File: config.mk
export PLATFORM = sky130hd
export DESIGN_NAME = nmi_fault_irq_enable
export DESIGN_NICKNAME = d
export VERILOG_FILES = /design/src/nmi_fault_pkg.sv /design/src/sl_flags_if.sv /design/src/nmi_fault_irq_enable.sv /design/src/sl_flags.sv
export VERILOG_INCLUDE_DIRS = /design/src
export SDC_FILE = /design/constraint.sdc
export NUM_CORES = 1
export LEC_CHECK = 0
export BUFFER_PORTS_ARGS = -buffer_cell sky130_fd_sc_hd__buf_2
export CORE_AREA = 2 2 117 130
export DETAILED_ROUTE_END_ITERATION = 8
export DIE_AREA = 0 0 119 132
export PLACE_DENSITY = 0.82
export SETUP_SLACK_MARGIN = 0.15
export SLEW_MARGIN = 15
export SYNTH_ARGS = -nofsm -noshare
export SYNTH_HDL_FRONTEND = slang
export SYNTH_SLANG_ARGS = --single-unit
File: constraint.sdc
create_clock -name core_clk -period 2.8 [get_ports core_clk]
set_clock_uncertainty 0.15 [all_clocks]
set_input_delay 0 -clock core_clk [delete_from_list [all_inputs] [get_ports core_clk]]
set_output_delay 0 -clock core_clk [all_outputs]
set_load 0.05 [all_outputs]
File: src/nmi_fault_params.svh
// register offsets, field positions, reset values and timing counts
`ifndef NMI_FAULT_PARAMS_SVH
`define NMI_FAULT_PARAMS_SVH

`define CLK_HZ              10000000
`define WDOG_WARN_MS        1792
`define WDOG_WARN_CYC       ((`CLK_HZ / 1000) * `WDOG_WARN_MS)
`define CLK_SWITCH_CYC      4

`define OFS_IRQ_EN_SET      32'he000e100
`define OFS_NMI_FLAGS       32'he000e110
`define OFS_NMI_MASK        32'he000e114
`define OFS_NMI_MISS        32'he000e118
`define OFS_FAULT_STATUS    32'he000e11c
`define OFS_CLOCK_CTRL      32'he000e120

`define IRQ_LINES           17
`define IRQ_EN_RST          17'h00000
`define NMI_SRC             2
`define NMI_MASK_RST        2'h3
`define NMI_XTAL_BIT        0
`define NMI_WDOG_BIT        1

`define FLT_BAD_WIDTH_BIT   0
`define FLT_PROTECT_BIT     1
`define FLT_RESERVED_BIT    2
`define FLT_MISSED_BIT      3
`define FLT_BITS            4

`define CLK_ON_RC_BIT       0
`define RAM_TOP_DEF         32'h0000ffff
`define FLASH_TOP_DEF       32'h0000ffff

`define RESP_OKAY           2'h0
`define RESP_SLVERR         2'h2
`define SIZE_WORD           2'h2

`endif

File: src/nmi_fault_pkg.sv
// shared types of the interrupt, fault and clock-failover block
package nmi_fault_pkg;
    typedef enum logic [1:0] {
        CLK_XTAL   = 2'h0,
        CLK_SWITCH = 2'h1,
        CLK_RC     = 2'h3
    } clk_state_e;
    typedef logic [31:0] word_t;
    typedef logic [1:0]  resp_t;
endpackage

File: src/sl_flags_if.sv
// link between register logic and one second-level flag group
`timescale 1ns/1ps
interface sl_flags_if #(parameter int N = 2);
    logic [N-1:0] event_in;
    logic [N-1:0] flag_clr;
    logic         mask_wr_en;
    logic [N-1:0] mask_wdata;
    logic [N-1:0] miss_clr;
    logic [N-1:0] flags;
    logic [N-1:0] mask;
    logic [N-1:0] miss;
    logic         irq;
    modport unit (input event_in, flag_clr, mask_wr_en, mask_wdata, miss_clr,
                  output flags, mask, miss, irq);
    modport ctrl (output event_in, flag_clr, mask_wr_en, mask_wdata, miss_clr,
                  input flags, mask, miss, irq);
endinterface
File: src/nmi_fault_irq_enable.sv
// top-level enables, non-maskable alarm sources, bus fault causes, axi4-lite registers
`timescale 1ns/1ps
`include "nmi_fault_params.svh"

// Notes on behaviour
// - non-maskable interrupt comes only from crystal failure and watchdog warning flags.
// - crystal stopping while selected switches system clock to internal RC oscillator.
// - crystal-fail flag rises only after detection and switchover both finished.
// - active watchdog not restarted for 1.792 s raises warning flag.
// - each bus fault cause has its own status bit; several may set together.
// - byte/halfword peripheral-bus access or unaligned word access flags bad width.
// - unprivileged write to system peripheral or protected RAM flags protection fault.
// - access above last implemented register inside peripheral 4 kB block flags reserved.
// - access beyond implemented RAM or flash top also flags reserved.
// - fault while another is recorded sets missed bit.
// - second fault raises hard fault, which overrides the bus fault exception.
// - enable-set write of one enables a line; zero leaves it alone.
// - bit 16 debug, bits 15..12 external pins, bit 11 converter.
// - bits 10, 9, 8 radio receive, transmit, timer lines.
// - bits 7..4 security, serial two, serial one, sleep timer; 3..0 baseband..timer one.
// - enable-set register resets to zero; all lines start disabled.
// - pending line reaches core only while enabled, even if enabled later.
// - enabled second-level flags of one source OR into one level request.
// - flags set regardless of mask; write one clears; zero has no effect.
// - enabled repeat before clear is dropped and sets missed bit, write-one cleared.
module nmi_fault_irq_enable
    import nmi_fault_pkg::*;
#(
    parameter int    WDOG_WARN_CYCLES = `WDOG_WARN_CYC,
    parameter int    SWITCH_CYCLES    = `CLK_SWITCH_CYC,
    parameter word_t RAM_TOP          = `RAM_TOP_DEF,
    parameter word_t FLASH_TOP        = `FLASH_TOP_DEF
) (
    input  wire logic                  core_clk,
    input  wire logic                  srst,
    input  wire logic [31:0]           s_axi_awaddr,
    input  wire logic                  s_axi_awvalid,
    output logic                       s_axi_awready,
    input  wire logic [31:0]           s_axi_wdata,
    input  wire logic [3:0]            s_axi_wstrb,
    input  wire logic                  s_axi_wvalid,
    output logic                       s_axi_wready,
    output logic [1:0]                 s_axi_bresp,
    output logic                       s_axi_bvalid,
    input  wire logic                  s_axi_bready,
    input  wire logic [31:0]           s_axi_araddr,
    input  wire logic                  s_axi_arvalid,
    output logic                       s_axi_arready,
    output logic [31:0]                s_axi_rdata,
    output logic [1:0]                 s_axi_rresp,
    output logic                       s_axi_rvalid,
    input  wire logic                  s_axi_rready,
    input  wire logic [`IRQ_LINES-1:0] line_req,
    output logic [`IRQ_LINES-1:0]      core_irq,
    output logic                       core_nmi,
    input  wire logic                  xtal_stopped,
    output logic                       system_clock_on_rc,
    input  wire logic                  wdog_active,
    input  wire logic                  wdog_restart,
    input  wire logic                  acc_valid,
    input  wire logic [31:0]           acc_addr,
    input  wire logic [1:0]            acc_size,
    input  wire logic                  acc_write,
    input  wire logic                  acc_user,
    input  wire logic                  acc_periph_bus,
    input  wire logic [11:0]           acc_last_reg,
    input  wire logic                  acc_system_periph,
    input  wire logic                  acc_protected_ram,
    input  wire logic                  acc_ram,
    input  wire logic                  acc_flash,
    output logic                       bus_fault_exc,
    output logic                       hard_fault_exc
);
    generate
        if (WDOG_WARN_CYCLES < 2 || SWITCH_CYCLES < 1 || SWITCH_CYCLES > 256) begin : g_chk
            $error("watchdog or switchover count out of range");
        end
    endgenerate

    ////////////////////////////////////////////////////////////////////////////
    // axi4-lite slave
    logic        awready_r, awready_nxt, wready_r, wready_nxt;
    logic        bvalid_r, bvalid_nxt, arready_r, arready_nxt;
    logic        rvalid_r, rvalid_nxt;
    resp_t       bresp_r, bresp_nxt, rresp_r, rresp_nxt;
    word_t       rdata_r, rdata_nxt;
    logic        aw_held_r, aw_held_nxt, w_held_r, w_held_nxt;
    word_t       awaddr_r, awaddr_nxt, wdata_r, wdata_nxt;
    logic [3:0]  wstrb_r, wstrb_nxt;
    logic        wr_fire;
    word_t       wbits;
    logic        wr_en_set, wr_nmi_flags, wr_nmi_mask, wr_nmi_miss;
    logic        wr_fault, wr_clock;
    logic                  rd_hit;
    word_t                 rd_word;
    logic [`IRQ_LINES-1:0] irq_en_r;
    logic [`FLT_BITS-1:0]  fault_r;
    clk_state_e            clk_state_r;

    sl_flags_if #(.N(`NMI_SRC)) nmi_sl ();

    assign wr_fire      = aw_held_r & w_held_r & ~bvalid_r;
    assign wbits        = wdata_r & {{8{wstrb_r[3]}}, {8{wstrb_r[2]}},
                                     {8{wstrb_r[1]}}, {8{wstrb_r[0]}}};
    assign wr_en_set    = wr_fire && awaddr_r == `OFS_IRQ_EN_SET;
    assign wr_nmi_flags = wr_fire && awaddr_r == `OFS_NMI_FLAGS;
    assign wr_nmi_mask  = wr_fire && awaddr_r == `OFS_NMI_MASK;
    assign wr_nmi_miss  = wr_fire && awaddr_r == `OFS_NMI_MISS;
    assign wr_fault     = wr_fire && awaddr_r == `OFS_FAULT_STATUS;
    assign wr_clock     = wr_fire && awaddr_r == `OFS_CLOCK_CTRL;

    always_comb begin
        rd_hit  = 1'b1;
        rd_word = '0;
        case (s_axi_araddr)
            `OFS_IRQ_EN_SET:   rd_word = {15'h0000, irq_en_r};
            `OFS_NMI_FLAGS:    rd_word = {30'h00000000, nmi_sl.flags};
            `OFS_NMI_MASK:     rd_word = {30'h00000000, nmi_sl.mask};
            `OFS_NMI_MISS:     rd_word = {30'h00000000, nmi_sl.miss};
            `OFS_FAULT_STATUS: rd_word = {28'h0000000, fault_r};
            `OFS_CLOCK_CTRL:   rd_word = {31'h00000000, clk_state_r == CLK_RC};
            default:           rd_hit  = 1'b0;
        endcase
    end

    always_comb begin
        aw_held_nxt = aw_held_r | (s_axi_awvalid & awready_r);
        w_held_nxt  = w_held_r | (s_axi_wvalid & wready_r);
        awaddr_nxt  = (s_axi_awvalid & awready_r) ? s_axi_awaddr : awaddr_r;
        wdata_nxt   = (s_axi_wvalid & wready_r) ? s_axi_wdata : wdata_r;
        wstrb_nxt   = (s_axi_wvalid & wready_r) ? s_axi_wstrb : wstrb_r;
        bvalid_nxt  = bvalid_r & ~s_axi_bready;
        bresp_nxt   = bresp_r;
        if (wr_fire) begin
            aw_held_nxt = 1'b0;
            w_held_nxt  = 1'b0;
            bvalid_nxt  = 1'b1;
            bresp_nxt   = (wr_en_set | wr_nmi_flags | wr_nmi_mask | wr_nmi_miss
                           | wr_fault | wr_clock) ? `RESP_OKAY : `RESP_SLVERR;
        end
        awready_nxt = ~aw_held_nxt & ~bvalid_nxt;
        wready_nxt  = ~w_held_nxt & ~bvalid_nxt;
        rvalid_nxt  = rvalid_r & ~s_axi_rready;
        rdata_nxt   = rdata_r;
        rresp_nxt   = rresp_r;
        if (s_axi_arvalid & arready_r) begin
            rvalid_nxt = 1'b1;
            rdata_nxt  = rd_word;
            rresp_nxt  = rd_hit ? `RESP_OKAY : `RESP_SLVERR;
        end
        arready_nxt = ~rvalid_nxt;
    end

    always_ff @(posedge core_clk) begin
        if (srst) begin
            awready_r <= 1'b0;
            wready_r  <= 1'b0;
            bvalid_r  <= 1'b0;
            bresp_r   <= `RESP_OKAY;
            arready_r <= 1'b0;
            rvalid_r  <= 1'b0;
            rdata_r   <= '0;
            rresp_r   <= `RESP_OKAY;
            aw_held_r <= 1'b0;
            w_held_r  <= 1'b0;
            awaddr_r  <= '0;
            wdata_r   <= '0;
            wstrb_r   <= '0;
        end else begin
            awready_r <= awready_nxt;
            wready_r  <= wready_nxt;
            bvalid_r  <= bvalid_nxt;
            bresp_r   <= bresp_nxt;
            arready_r <= arready_nxt;
            rvalid_r  <= rvalid_nxt;
            rdata_r   <= rdata_nxt;
            rresp_r   <= rresp_nxt;
            aw_held_r <= aw_held_nxt;
            w_held_r  <= w_held_nxt;
            awaddr_r  <= awaddr_nxt;
            wdata_r   <= wdata_nxt;
            wstrb_r   <= wstrb_nxt;
        end
    end

    assign s_axi_awready = awready_r;
    assign s_axi_wready  = wready_r;
    assign s_axi_bvalid  = bvalid_r;
    assign s_axi_bresp   = bresp_r;
    assign s_axi_arready = arready_r;
    assign s_axi_rvalid  = rvalid_r;
    assign s_axi_rdata   = rdata_r;
    assign s_axi_rresp   = rresp_r;

    ////////////////////////////////////////////////////////////////////////////
    // crystal failover and watchdog warning
    clk_state_e clk_state_nxt;
    logic [7:0]  sw_cnt_r, sw_cnt_nxt;
    logic [31:0] wd_cnt_r, wd_cnt_nxt;
    logic        on_rc_r, on_rc_nxt;
    logic        xtal_evt, wdog_evt;

    always_comb begin
        clk_state_nxt = clk_state_r;
        sw_cnt_nxt    = sw_cnt_r;
        xtal_evt      = 1'b0;
        case (clk_state_r)
            CLK_XTAL: begin
                if (xtal_stopped) begin
                    clk_state_nxt = CLK_SWITCH;
                    sw_cnt_nxt    = '0;
                end
            end
            CLK_SWITCH: begin
                sw_cnt_nxt = sw_cnt_r + 8'h01;
                if (sw_cnt_r == 8'(SWITCH_CYCLES - 1)) begin
                    clk_state_nxt = CLK_RC;
                    xtal_evt      = 1'b1;
                end
            end
            CLK_RC: begin
                if (wr_clock && wbits[`CLK_ON_RC_BIT] && !xtal_stopped) begin
                    clk_state_nxt = CLK_XTAL;
                end
            end
            default: clk_state_nxt = CLK_XTAL;
        endcase
        on_rc_nxt = (clk_state_nxt != CLK_XTAL);
        wdog_evt  = 1'b0;
        if (!wdog_active || wdog_restart) begin
            wd_cnt_nxt = '0;
        end else if (wd_cnt_r == 32'(WDOG_WARN_CYCLES - 1)) begin
            wd_cnt_nxt = 32'(WDOG_WARN_CYCLES);
            wdog_evt   = 1'b1;
        end else if (wd_cnt_r == 32'(WDOG_WARN_CYCLES)) begin
            wd_cnt_nxt = wd_cnt_r;
        end else begin
            wd_cnt_nxt = wd_cnt_r + 32'h00000001;
        end
    end

    always_ff @(posedge core_clk) begin
        if (srst) begin
            clk_state_r <= CLK_XTAL;
            sw_cnt_r    <= '0;
            wd_cnt_r    <= '0;
            on_rc_r     <= 1'b0;
        end else begin
            clk_state_r <= clk_state_nxt;
            sw_cnt_r    <= sw_cnt_nxt;
            wd_cnt_r    <= wd_cnt_nxt;
            on_rc_r     <= on_rc_nxt;
        end
    end

    assign system_clock_on_rc = on_rc_r;

    ////////////////////////////////////////////////////////////////////////////
    // non-maskable sources through the second-level flag group
    always_comb begin
        nmi_sl.event_in                = '0;
        nmi_sl.event_in[`NMI_XTAL_BIT] = xtal_evt;
        nmi_sl.event_in[`NMI_WDOG_BIT] = wdog_evt;
        nmi_sl.flag_clr   = wr_nmi_flags ? wbits[`NMI_SRC-1:0] : '0;
        nmi_sl.mask_wr_en = wr_nmi_mask;
        nmi_sl.mask_wdata = wbits[`NMI_SRC-1:0];
        nmi_sl.miss_clr   = wr_nmi_miss ? wbits[`NMI_SRC-1:0] : '0;
    end

    sl_flags #(
        .N        (`NMI_SRC),
        .MASK_RST (`NMI_MASK_RST)
    ) u_nmi_flags (
        .core_clk (core_clk),
        .srst     (srst),
        .sl       (nmi_sl.unit)
    );

    ////////////////////////////////////////////////////////////////////////////
    // bus fault causes, top-level enables and core requests
    logic [`IRQ_LINES-1:0] irq_en_nxt, core_irq_r, core_irq_nxt;
    logic [`FLT_BITS-1:0]  fault_nxt, flt_new;
    logic                  nmi_r, bus_flt_r, bus_flt_nxt, hard_r, hard_nxt;
    logic                  any_new;

    always_comb begin
        flt_new = '0;
        flt_new[`FLT_BAD_WIDTH_BIT] = acc_valid
            & ((acc_periph_bus & acc_size != `SIZE_WORD)
               | (acc_size == `SIZE_WORD & acc_addr[1:0] != 2'h0));
        flt_new[`FLT_PROTECT_BIT] = acc_valid & acc_write & acc_user
            & (acc_system_periph | acc_protected_ram);
        flt_new[`FLT_RESERVED_BIT] = acc_valid
            & ((acc_periph_bus & acc_addr[11:0] > acc_last_reg)
               | (acc_ram & acc_addr > RAM_TOP)
               | (acc_flash & acc_addr > FLASH_TOP));
        any_new  = |flt_new;
        // a fault on top of a recorded one is the escalation case
        hard_nxt = any_new & (|fault_r);
        flt_new[`FLT_MISSED_BIT] = hard_nxt;
        fault_nxt = (fault_r & ~(wr_fault ? wbits[`FLT_BITS-1:0] : '0))
                  | flt_new;
        bus_flt_nxt = (|fault_nxt[`FLT_RESERVED_BIT:0]) & ~hard_nxt;
        irq_en_nxt = irq_en_r;
        if (wr_en_set) begin
            irq_en_nxt = irq_en_r | wbits[`IRQ_LINES-1:0];
        end
        core_irq_nxt = line_req & irq_en_nxt;
    end

    always_ff @(posedge core_clk) begin
        if (srst) begin
            irq_en_r   <= `IRQ_EN_RST;
            core_irq_r <= '0;
            fault_r    <= '0;
            bus_flt_r  <= 1'b0;
            hard_r     <= 1'b0;
            nmi_r      <= 1'b0;
        end else begin
            irq_en_r   <= irq_en_nxt;
            core_irq_r <= core_irq_nxt;
            fault_r    <= fault_nxt;
            bus_flt_r  <= bus_flt_nxt;
            hard_r     <= hard_nxt;
            nmi_r      <= nmi_sl.irq;
        end
    end

    assign core_irq       = core_irq_r;
    assign core_nmi       = nmi_r;
    assign bus_fault_exc  = bus_flt_r;
    assign hard_fault_exc = hard_r;
endmodule

File: src/sl_flags.sv
// second-level flag group: sticky flags, mask, missed-event bits
`timescale 1ns/1ps
`include "nmi_fault_params.svh"
module sl_flags
    import nmi_fault_pkg::*;
#(
    parameter int            N        = 2,
    parameter logic [N-1:0]  MASK_RST = '0
) (
    input  wire logic core_clk,
    input  wire logic srst,
    sl_flags_if.unit  sl
);
    logic [N-1:0] flags_r;
    logic [N-1:0] flags_nxt;
    logic [N-1:0] mask_r;
    logic [N-1:0] mask_nxt;
    logic [N-1:0] miss_r;
    logic [N-1:0] miss_nxt;

    generate
        if (N < 1) begin : g_chk
            $error("sl_flags needs at least one flag");
        end
    endgenerate

    always_comb begin
        // an event in the clearing cycle keeps its flag set
        flags_nxt = (flags_r & ~sl.flag_clr) | sl.event_in;
        mask_nxt  = sl.mask_wr_en ? sl.mask_wdata : mask_r;
        // repeat of an enabled, still-flagged event is dropped and noted
        miss_nxt  = (miss_r & ~sl.miss_clr)
                  | (sl.event_in & flags_r & mask_r & ~sl.flag_clr);
    end

    always_ff @(posedge core_clk) begin
        if (srst) begin
            flags_r <= '0;
            mask_r  <= MASK_RST;
            miss_r  <= '0;
        end else begin
            flags_r <= flags_nxt;
            mask_r  <= mask_nxt;
            miss_r  <= miss_nxt;
        end
    end

    assign sl.flags = flags_r;
    assign sl.mask  = mask_r;
    assign sl.miss  = miss_r;
    assign sl.irq   = |(flags_r & mask_r);
endmodule

==> metrics.md, run 1 <==
| Metric | Value |
|---|---|
| Post-Synthesis Cells | `823` |
| Fillers | `1,050` |
| Drt total wl | `20,400 µm` |
| Top Layer Used | `met4` |
| Leakage | `4.17 nW` |
| Worst Hold Slack | `-0.00752 ns` |
| Area Growth Syn to Fin | `39.7%` |
| RR Startpoint | `s_axi_bvalid` |
| Post-DP Area | `0.00819 mm²` |
| Clock slew at reported path FFs | `0.06 ns` |
| Inserted Clock Buffers | `17` |
| Worst-Skew Late Latency | `0.43 ns` |
| Critical path capture point | `core_irq[13]` |
| Ranking of synthesized cells by area | `dfxtp_1, nand2_1, a21oi_1` |
| Internal reg-to-reg setup slack | `0.45 ns` |
| Initial antenna violation count | `2` |
| CTS sink cnt | `168` |
| R2r worst-path depth | `6` |
| Initial Util | `49.3%` |
| Run status | `complete, but fails checks` |
| Worst Path Max Fanout | `8` |
| Met1 wire length | `7760 µm` |
| Number of buffers added on ports | `205` |
| Setup crit start | `s_axi_bvalid` |
| Post-synth EDFFs | `0` |
| Yosys reg bits | `168` |
| Netlist cell types | `56` |
| Setup TNS | `0 ns` |
| Top-count cell post-synth | `dfxtp_1` |
| Number of routed nets with antenna violations | `0` |
| Synth top area share | `47.6%` |
| Critical path class | `reg -> reg` |
| Die X | `119 µm` |
| Relative slew slack | `34.6%` |
| Vias in the first global route | `7,087` |
| Routed length per instance | `15.3 µm` |
| Fin. max-slew vios | `0` |
| Met3 wire length | `1300 µm` |
| Final Hold Fails | `1` |
| Worst EP required | `3.02 ns` |
| Cell area after layout | `0.00987 mm²` |
| Via/cell ratio | `5.35` |
| Sequential-to-total area share from yosys stat | `47.6%` |
| CTS H-tree depth | `4` |
| Fmax | `425 MHz` |
| DRC | `0` |
| Final period utilization | `83.9%` |
| Synth Flop Type | `dfxtp_1` |
| CTS tree | `yes` |
| Largest net degree at the start of global routing | `66` |
| Final setup fails | `0` |
| Core area | `0.0143 mm²` |
| CTS root buf | `clkbuf_16` |
| Total track usage | `25.5%` |
| TritonRoute pass-1 iters | `5` |
| YS warnings | `0` |
| RSZ-0062 raised after global routing | `false` |
| Failing checks | `hold timing` |
| HP Class | `in -> reg` |
| Initial DRC count | `359` |
| Crit path launch type | `register` |
| Global-route wire length before repair | `32,500 µm` |
| Core Rows | `46` |
| Async set-reset flop share out of synthesis | `0%` |
| Post-CTS sizing | `0` |
| Number of vias in the routed layout | `7,147` |
| Num ports | `243` |
| R2r endpoint | `core_irq[13]` |
| Min Tclk post-route | `2.35 ns` |
| Die H | `132 µm` |
| Maxcap violations | `0` |
| DP Wirelength | `12,500 µm` |
| WP data arrival | `2.57 ns` |
| RD Place Congestion | `0.812` |
| Synth area leader | `dfxtp_1` |
| Clock buffer depth | `2` |
| Setup crit end kind | `register` |
| Share of layout cells above drive strength 1 | `22.5%` |
| Nets | `1,325` |
| Grt ovf | `0` |
| Mapped Area | `0.00707 mm²` |
| PwrDens | `544 mW/mm²` |
| Post-synth top cells | `dfxtp_1, nand2_1, a21oi_1` |
| Least-Margin Pin Slew | `0.979 ns` |
| Die footprint | `0.0157 mm²` |
| Synthesized area per cell | `8.59 µm²` |
| VDD IR max | `0.000416 V` |
| Met2 wire length | `10,300 µm` |
-- cells in the final DEF, fill, tap and decap left out, types with 15 or more instances in the layout --
cell type | netlist | routed
a21oi_1 | 93 | 93
nand3_1 | 25 | 25
and2_1 | 24 | 24
nand4_1 | 15 | 15
nor4_1 | 15 | 15
nor2_1 | 63 | 63
dlygate4sd3_1 | 0 | 110
nand2_1 | 159 | 159
buf_2 | 4 | 204
clkbuf_16 | 0 | 17
ha_1 | 15 | 15
inv_1 | 22 | 22
o21ai_0 | 17 | 17
dfxtp_1 | 168 | 168
conb_1 | 1 | 17
-- critical path, cell delays in order (launching register included) --
cell      delay, ns
dfxtp_1        0.34
nand3b_1       0.21
or4_1          0.52
nor4_4         0.32
and3_1         0.42
a22o_1         0.21
and2_1         0.12
-- cells by family after synthesis --
kind of cell	after synthesis	share of synthesized area [%]
and+or+nand+nor	383	27.6
DFF	168	47.6
AOI/OAI and AO/OA	147	12.1
buffers and inverters	74	5.01
xor gates and xnor gates	25	3.10
adders and majority gates	15	2.66
muxes	10	1.84
other	1	0.0531
-- stage by stage --
stage	worst slack, ns	cells	utilization, %	power (mW)	hold slack, ns
after floorplan	0.597	839	-	2.82	-0.0283
after global placement	0.454	1192	57.1	2.98	0.0509
after detailed placement	0.448	1192	57.1	2.99	0.0539
after CTS	0.436	1334	68.9	5.35	0.000000555
after global routing	0.253	1336	68.9	5.52	0.0505
final	0.450	1336	68.9	5.37	-0.00752
-- layout make-up --
type,instances,area (µm²),area share [%]
sequential,168,3360,34.1
clock buffer,27,523,5.30
clock inverter,5,58.8,0.596
multi-input combinational,597,3410,34.5
timing repair buffer,323,2190,22.2
antenna,2,5.00,0.0507
inverter,22,82.6,0.836
tap,192,240,2.43
-- timing repair --
action,in CTS,in global routing
endpoints found under the hold margin,112,0
hold buffers,110,0
endpoints found under the setup margin,0,1
buffers inserted,0,0
-- where the power goes --
group / internal, mW / total (mW) / leakage [nW] / switching, mW
Sequential: 2.45 / 2.49 / 1.36 / 0.0383
Clock: 1.37 / 2.30 / 0.280 / 0.928
Combinational: 0.265 / 0.583 / 2.53 / 0.318
Total: 4.08 / 5.37 / 4.17 / 1.28
-- sequential cells by signal (all words and copies together) (netlist names), 2 cells and up --
| signal | cells |
|---|---|
| awaddr_r | 32 |
| wd_cnt_r | 32 |
| core_irq | 17 |
| irq_en_r | 17 |
| s_axi_rdata | 17 |
| wdata_r | 17 |
| sw_cnt_r | 8 |
| fault_r | 4 |
| wstrb_r | 3 |
| clk_state_r | 2 |
| u_nmi_flags.sl.flags | 2 |
| u_nmi_flags.sl.mask | 2 |
| u_nmi_flags.sl.miss | 2 |
-- per-layer routing --
layer  GRT usage (%)  vias to the layer above
met4            15.0                        0
met2            46.3                      354
met3            5.84                       94
li1                -                     3428
met1            26.6                     3271
met5               0                        -
-- worst min-delay path by stage --
stage                startpoint           to  slack, ns  cells after the start
global placement    line_req[7]  core_irq[7]       0.05                      2
finish                acc_write   fault_r[1]     -0.008                      5
detailed placement  line_req[6]  core_irq[6]       0.05                      2
CTS                   acc_write   fault_r[1]  0.0000006                      5
floorplan           line_req[0]  core_irq[0]      -0.03                      1
global route          acc_write   fault_r[1]       0.05                      5
No activity file was read; power rests on OpenSTA's default activity.
==> run 2, diff against run 1 <==
--- a/config.mk
+++ b/config.mk
@@ -6,11 +6,12 @@
 export SDC_FILE = /design/constraint.sdc
 export NUM_CORES = 1
 export LEC_CHECK = 0
+export ABC_AREA = 1
 export BUFFER_PORTS_ARGS = -buffer_cell sky130_fd_sc_hd__buf_2
-export CORE_AREA = 2 2 117 130
+export CORE_AREA = 2 2 128 142
 export DETAILED_ROUTE_END_ITERATION = 8
-export DIE_AREA = 0 0 119 132
-export PLACE_DENSITY = 0.82
+export DIE_AREA = 0 0 130 144
+export PLACE_DENSITY = 0.79
 export SETUP_SLACK_MARGIN = 0.15
 export SLEW_MARGIN = 15
 export SYNTH_ARGS = -nofsm -noshare
==> constraint.sdc (replaced) <==
create_clock -name core_clk -period 1.9 [get_ports core_clk]
set_clock_uncertainty 0.15 [all_clocks]
set_input_delay 0 -clock core_clk [delete_from_list [all_inputs] [get_ports core_clk]]
set_output_delay 0 -clock core_clk [all_outputs]
set_load 0.05 [all_outputs]
==> metrics.md, run 2 <==
| Metric | Value |
|---|---|
| Maxcap violations | `0 (unchanged)` |
| Synth top area share | `42.3% (-5.3 points)` |
| Num ports | `243 (unchanged)` |
| Final Hold Fails | `0 (-1)` |
| Post-synth top cells | `nor2_1, nand2_1, dfxtp_1` |
| Drt total wl | `27,700 µm (+35%)` |
| Routed length per instance | `16.2 µm (+5.7%)` |
| Synthesized area per cell | `7.17 µm² (-17%)` |
| Post-layout util | `68.6% (-0.29 points)` |
| Core Rows | `51 (+11%)` |
| Critical path class | `reg -> reg` |
| Clock slew at reported path FFs | `0.07 ns (about the same)` |
| Worst EP required | `2.09 ns (-0.93 ns)` |
| Largest family of logic cells by synthesized area | `simple AND/OR/NAND/NOR gates` |
| DP Wirelength | `14,800 µm (+18%)` |
| Top-count cell post-synth | `nor2_1` |
| Initial DRC count | `606 (+69%)` |
| Nets | `1,657 (+25%)` |
| RD Place Congestion | `0.899 (+11%)` |
| TritonRoute pass-1 iters | `5 (unchanged)` |
| Grt ovf | `0 (unchanged)` |
| Synth Area in Compound Gates | `11.5% (-0.59 points)` |
| Run status | `complete, no violations` |
| Xor-xnor portion of the synthesized cell area | `1.10% (-2.0 points)` |
| Most frequent cells in the layout | `buf_2, nor2_1, nand2_1` |
| Die footprint | `0.0187 mm² (+19%)` |
| Min Tclk post-route | `1.88 ns (-0.468 ns)` |
| Antenna cells | `0 (-2)` |
| Crit path launch type | `register` |
| Via/cell ratio | `5.34 (-0.14%)` |
| Setup crit end kind | `register` |
| CTS root buf | `clkbuf_16` |
| Share of layout cells above drive strength 1 | `31.1% (+8.6 points)` |
| RSZ-0062 raised after global routing | `true` |
| Netlist cell types | `51 (-8.9%)` |
| YS warnings | `0 (unchanged)` |
| Regs by FF count | `awaddr_r (32), wd_cnt_r (32)` |
| Synth Flop Type | `dfxtp_1` |
| Vias in the first global route | `8,352 (+18%)` |
| PwrDens | `697 mW/mm² (+28%)` |
| Final period utilization | `99.1% (+15 points)` |
| DP Worst Slack | `0.0350 ns (-0.413 ns)` |
| CTS tree | `yes` |
| Setup TNS | `0 ns (unchanged)` |
| Relative slew slack | `55.7% (+21 points)` |
| Adder-Cell Fraction of Synth Area | `2.36% (-0.30 points)` |
| CTS sink cnt | `168 (unchanged)` |
| Final setup margin | `0.0174 ns (-0.432 ns)` |
| Area Growth Syn to Fin | `50.1%` |
| Fillers | `1,237 (+18%)` |
| Post-Synth Simple-Gate Area | `33.9% (+6.3 points)` |
| Die X | `130 µm (+9.2%)` |
| Async set-reset flop share out of synthesis | `0% (unchanged)` |
| Total track usage | `26.2% (+0.70 points)` |
| Post-Synthesis Cells | `1,110 (+35%)` |
| Clock buffer depth | `2 (unchanged)` |
| Sequential-to-total area share from yosys stat | `42.3% (-5.3 points)` |
| WP data arrival | `2.07 ns (-0.50 ns)` |
| Global-route wire length before repair | `38,600 µm (+19%)` |
| Number of routed nets with antenna violations | `0 (unchanged)` |
| Ranking of synthesized cells by area | `dfxtp_1, nor2_1, nand2_1` |
| Largest net degree at the start of global routing | `62 (-6.1%)` |
| Mapped Area | `0.00796 mm² (+13%)` |
| Post-synth EDFFs | `0 (unchanged)` |
| Fmax | `531 MHz (+25%)` |
| Most common cell after layout, fill and taps aside | `buf_2` |
| Die H | `144 µm (+9.1%)` |
| Worst-Skew Late Latency | `0.45 ns (+0.02 ns)` |
| Core area | `0.0174 mm² (+22%)` |
| Leakage | `5.19 nW (+25%)` |
| Post-synthesis mux area share | `0% (-1.8 points)` |
| Synth area leader | `dfxtp_1` |
| Inserted Clock Buffers | `17 (unchanged)` |
| Worst Path Max Fanout | `3 (-5)` |
| Final setup fails | `0 (unchanged)` |
| Number of buffers added on ports | `205 (unchanged)` |
| CTS H-tree depth | `4 (unchanged)` |
| Fin. max-slew vios | `0 (unchanged)` |
| Initial antenna violation count | `0 (-2)` |
| DRC | `0 (unchanged)` |
| Initial Util | `45.7% (-3.6 points)` |
| Number of vias in the routed layout | `9,146 (+28%)` |
| Least-Margin Pin Slew | `0.665 ns (-0.314 ns)` |
| HP Class | `in -> reg` |
| Yosys reg bits | `168 (unchanged)` |
| VDD IR max | `0.000638 V (+53%)` |
[run 2: repair_timing]
item	in CTS	in global routing
gates resized for setup	60	125
pin swaps	21	49
endpoints found under the hold margin	112	10
setup endpoints to repair	61	113
buffers inserted	15	17
gates cloned	2	3
hold buffers	110	1
[run 2: worst paths after layout]
| kind | start | end | slack [ns] | depth (start not counted) |
|---|---|---|---|---|
| setup / recovery | wd_cnt_r[1] | wd_cnt_r[26] | 0.02 | 13 |
| hold / removal | acc_flash | bus_fault_exc | 0.02 | 7 |
| setup reg to reg | wd_cnt_r[1] | wd_cnt_r[26] | 0.02 | 13 |
| hold reg to reg | w_held_r | s_axi_wready | 0.30 | 1 |
[run 2: per-stage QoR]
stage | power (mW) | cell area, µm² | instances | hold slack, ns
2_1_floorplan | 4.36 | 8030 | 1126 | -0.0295
3_3_place_gp | 4.62 | 9220 | 1533 | 0.0555
3_5_place_dp | 4.64 | 9220 | 1533 | 0.0610
4_1_cts | 8.21 | 11400 | 1692 | 0.00169
5_1_grt | 8.61 | 12000 | 1712 | 0.0373
6_report | 8.33 | 12000 | 1712 | 0.0160
[run 2: routing by layer]
metal / part of all wire, % / wire length, µm / GRT usage [%] / vias to the layer above
met2: 51 / 14100 / 47.8 / 502
met1: 37 / 10100 / 28.9 / 4232
li1: - / - / - / 4289
met4: 5.2 / 1430 / 13.0 / 0
met5: 0 / 0 / 0 / -
met3: 7.3 / 2020 / 4.96 / 123
[run 2: critical path, stage by stage (launching register included)]
cell and delay, ns:
dfxtp_2 0.36, ha_4 0.15, nand2_4 0.06, nor2_4 0.14, nand3_4 0.08, buf_6 0.14
nor2_4 0.13, inv_4 0.07, nor2_8 0.09, inv_2 0.05, nor2_4 0.10, nand2_2 0.07
xor2_2 0.15, nor2_2 0.04
[run 2: cell families after synthesis]
logic type,after synthesis
AOI/OAI and AO/OA,161
xor gates and xnor gates,10
adders and majority gates,15
buffers and inverters,162
DFF,168
other,1
and+or+nand+nor,593
[run 2: final cells by class]
class / instances / area (µm²) / area share [%]
timing repair inverter: 1 / 5.00 / 0.0419
timing repair buffer: 367 / 2740 / 22.9
inverter: 110 / 423 / 3.54
clock buffer: 17 / 425 / 3.56
tap: 238 / 298 / 2.49
sequential: 168 / 3380 / 28.3
clock inverter: 15 / 149 / 1.25
multi-input combinational: 796 / 4530 / 37.9
[run 2: power by group]
group	leakage [nW]	internal, mW	total [mW]	switching [mW]
combinational	3.54	0.511	1.18	0.667
sequential	1.37	3.64	3.73	0.0869
clock	0.280	1.76	3.42	1.66
total	5.19	5.91	8.33	2.41
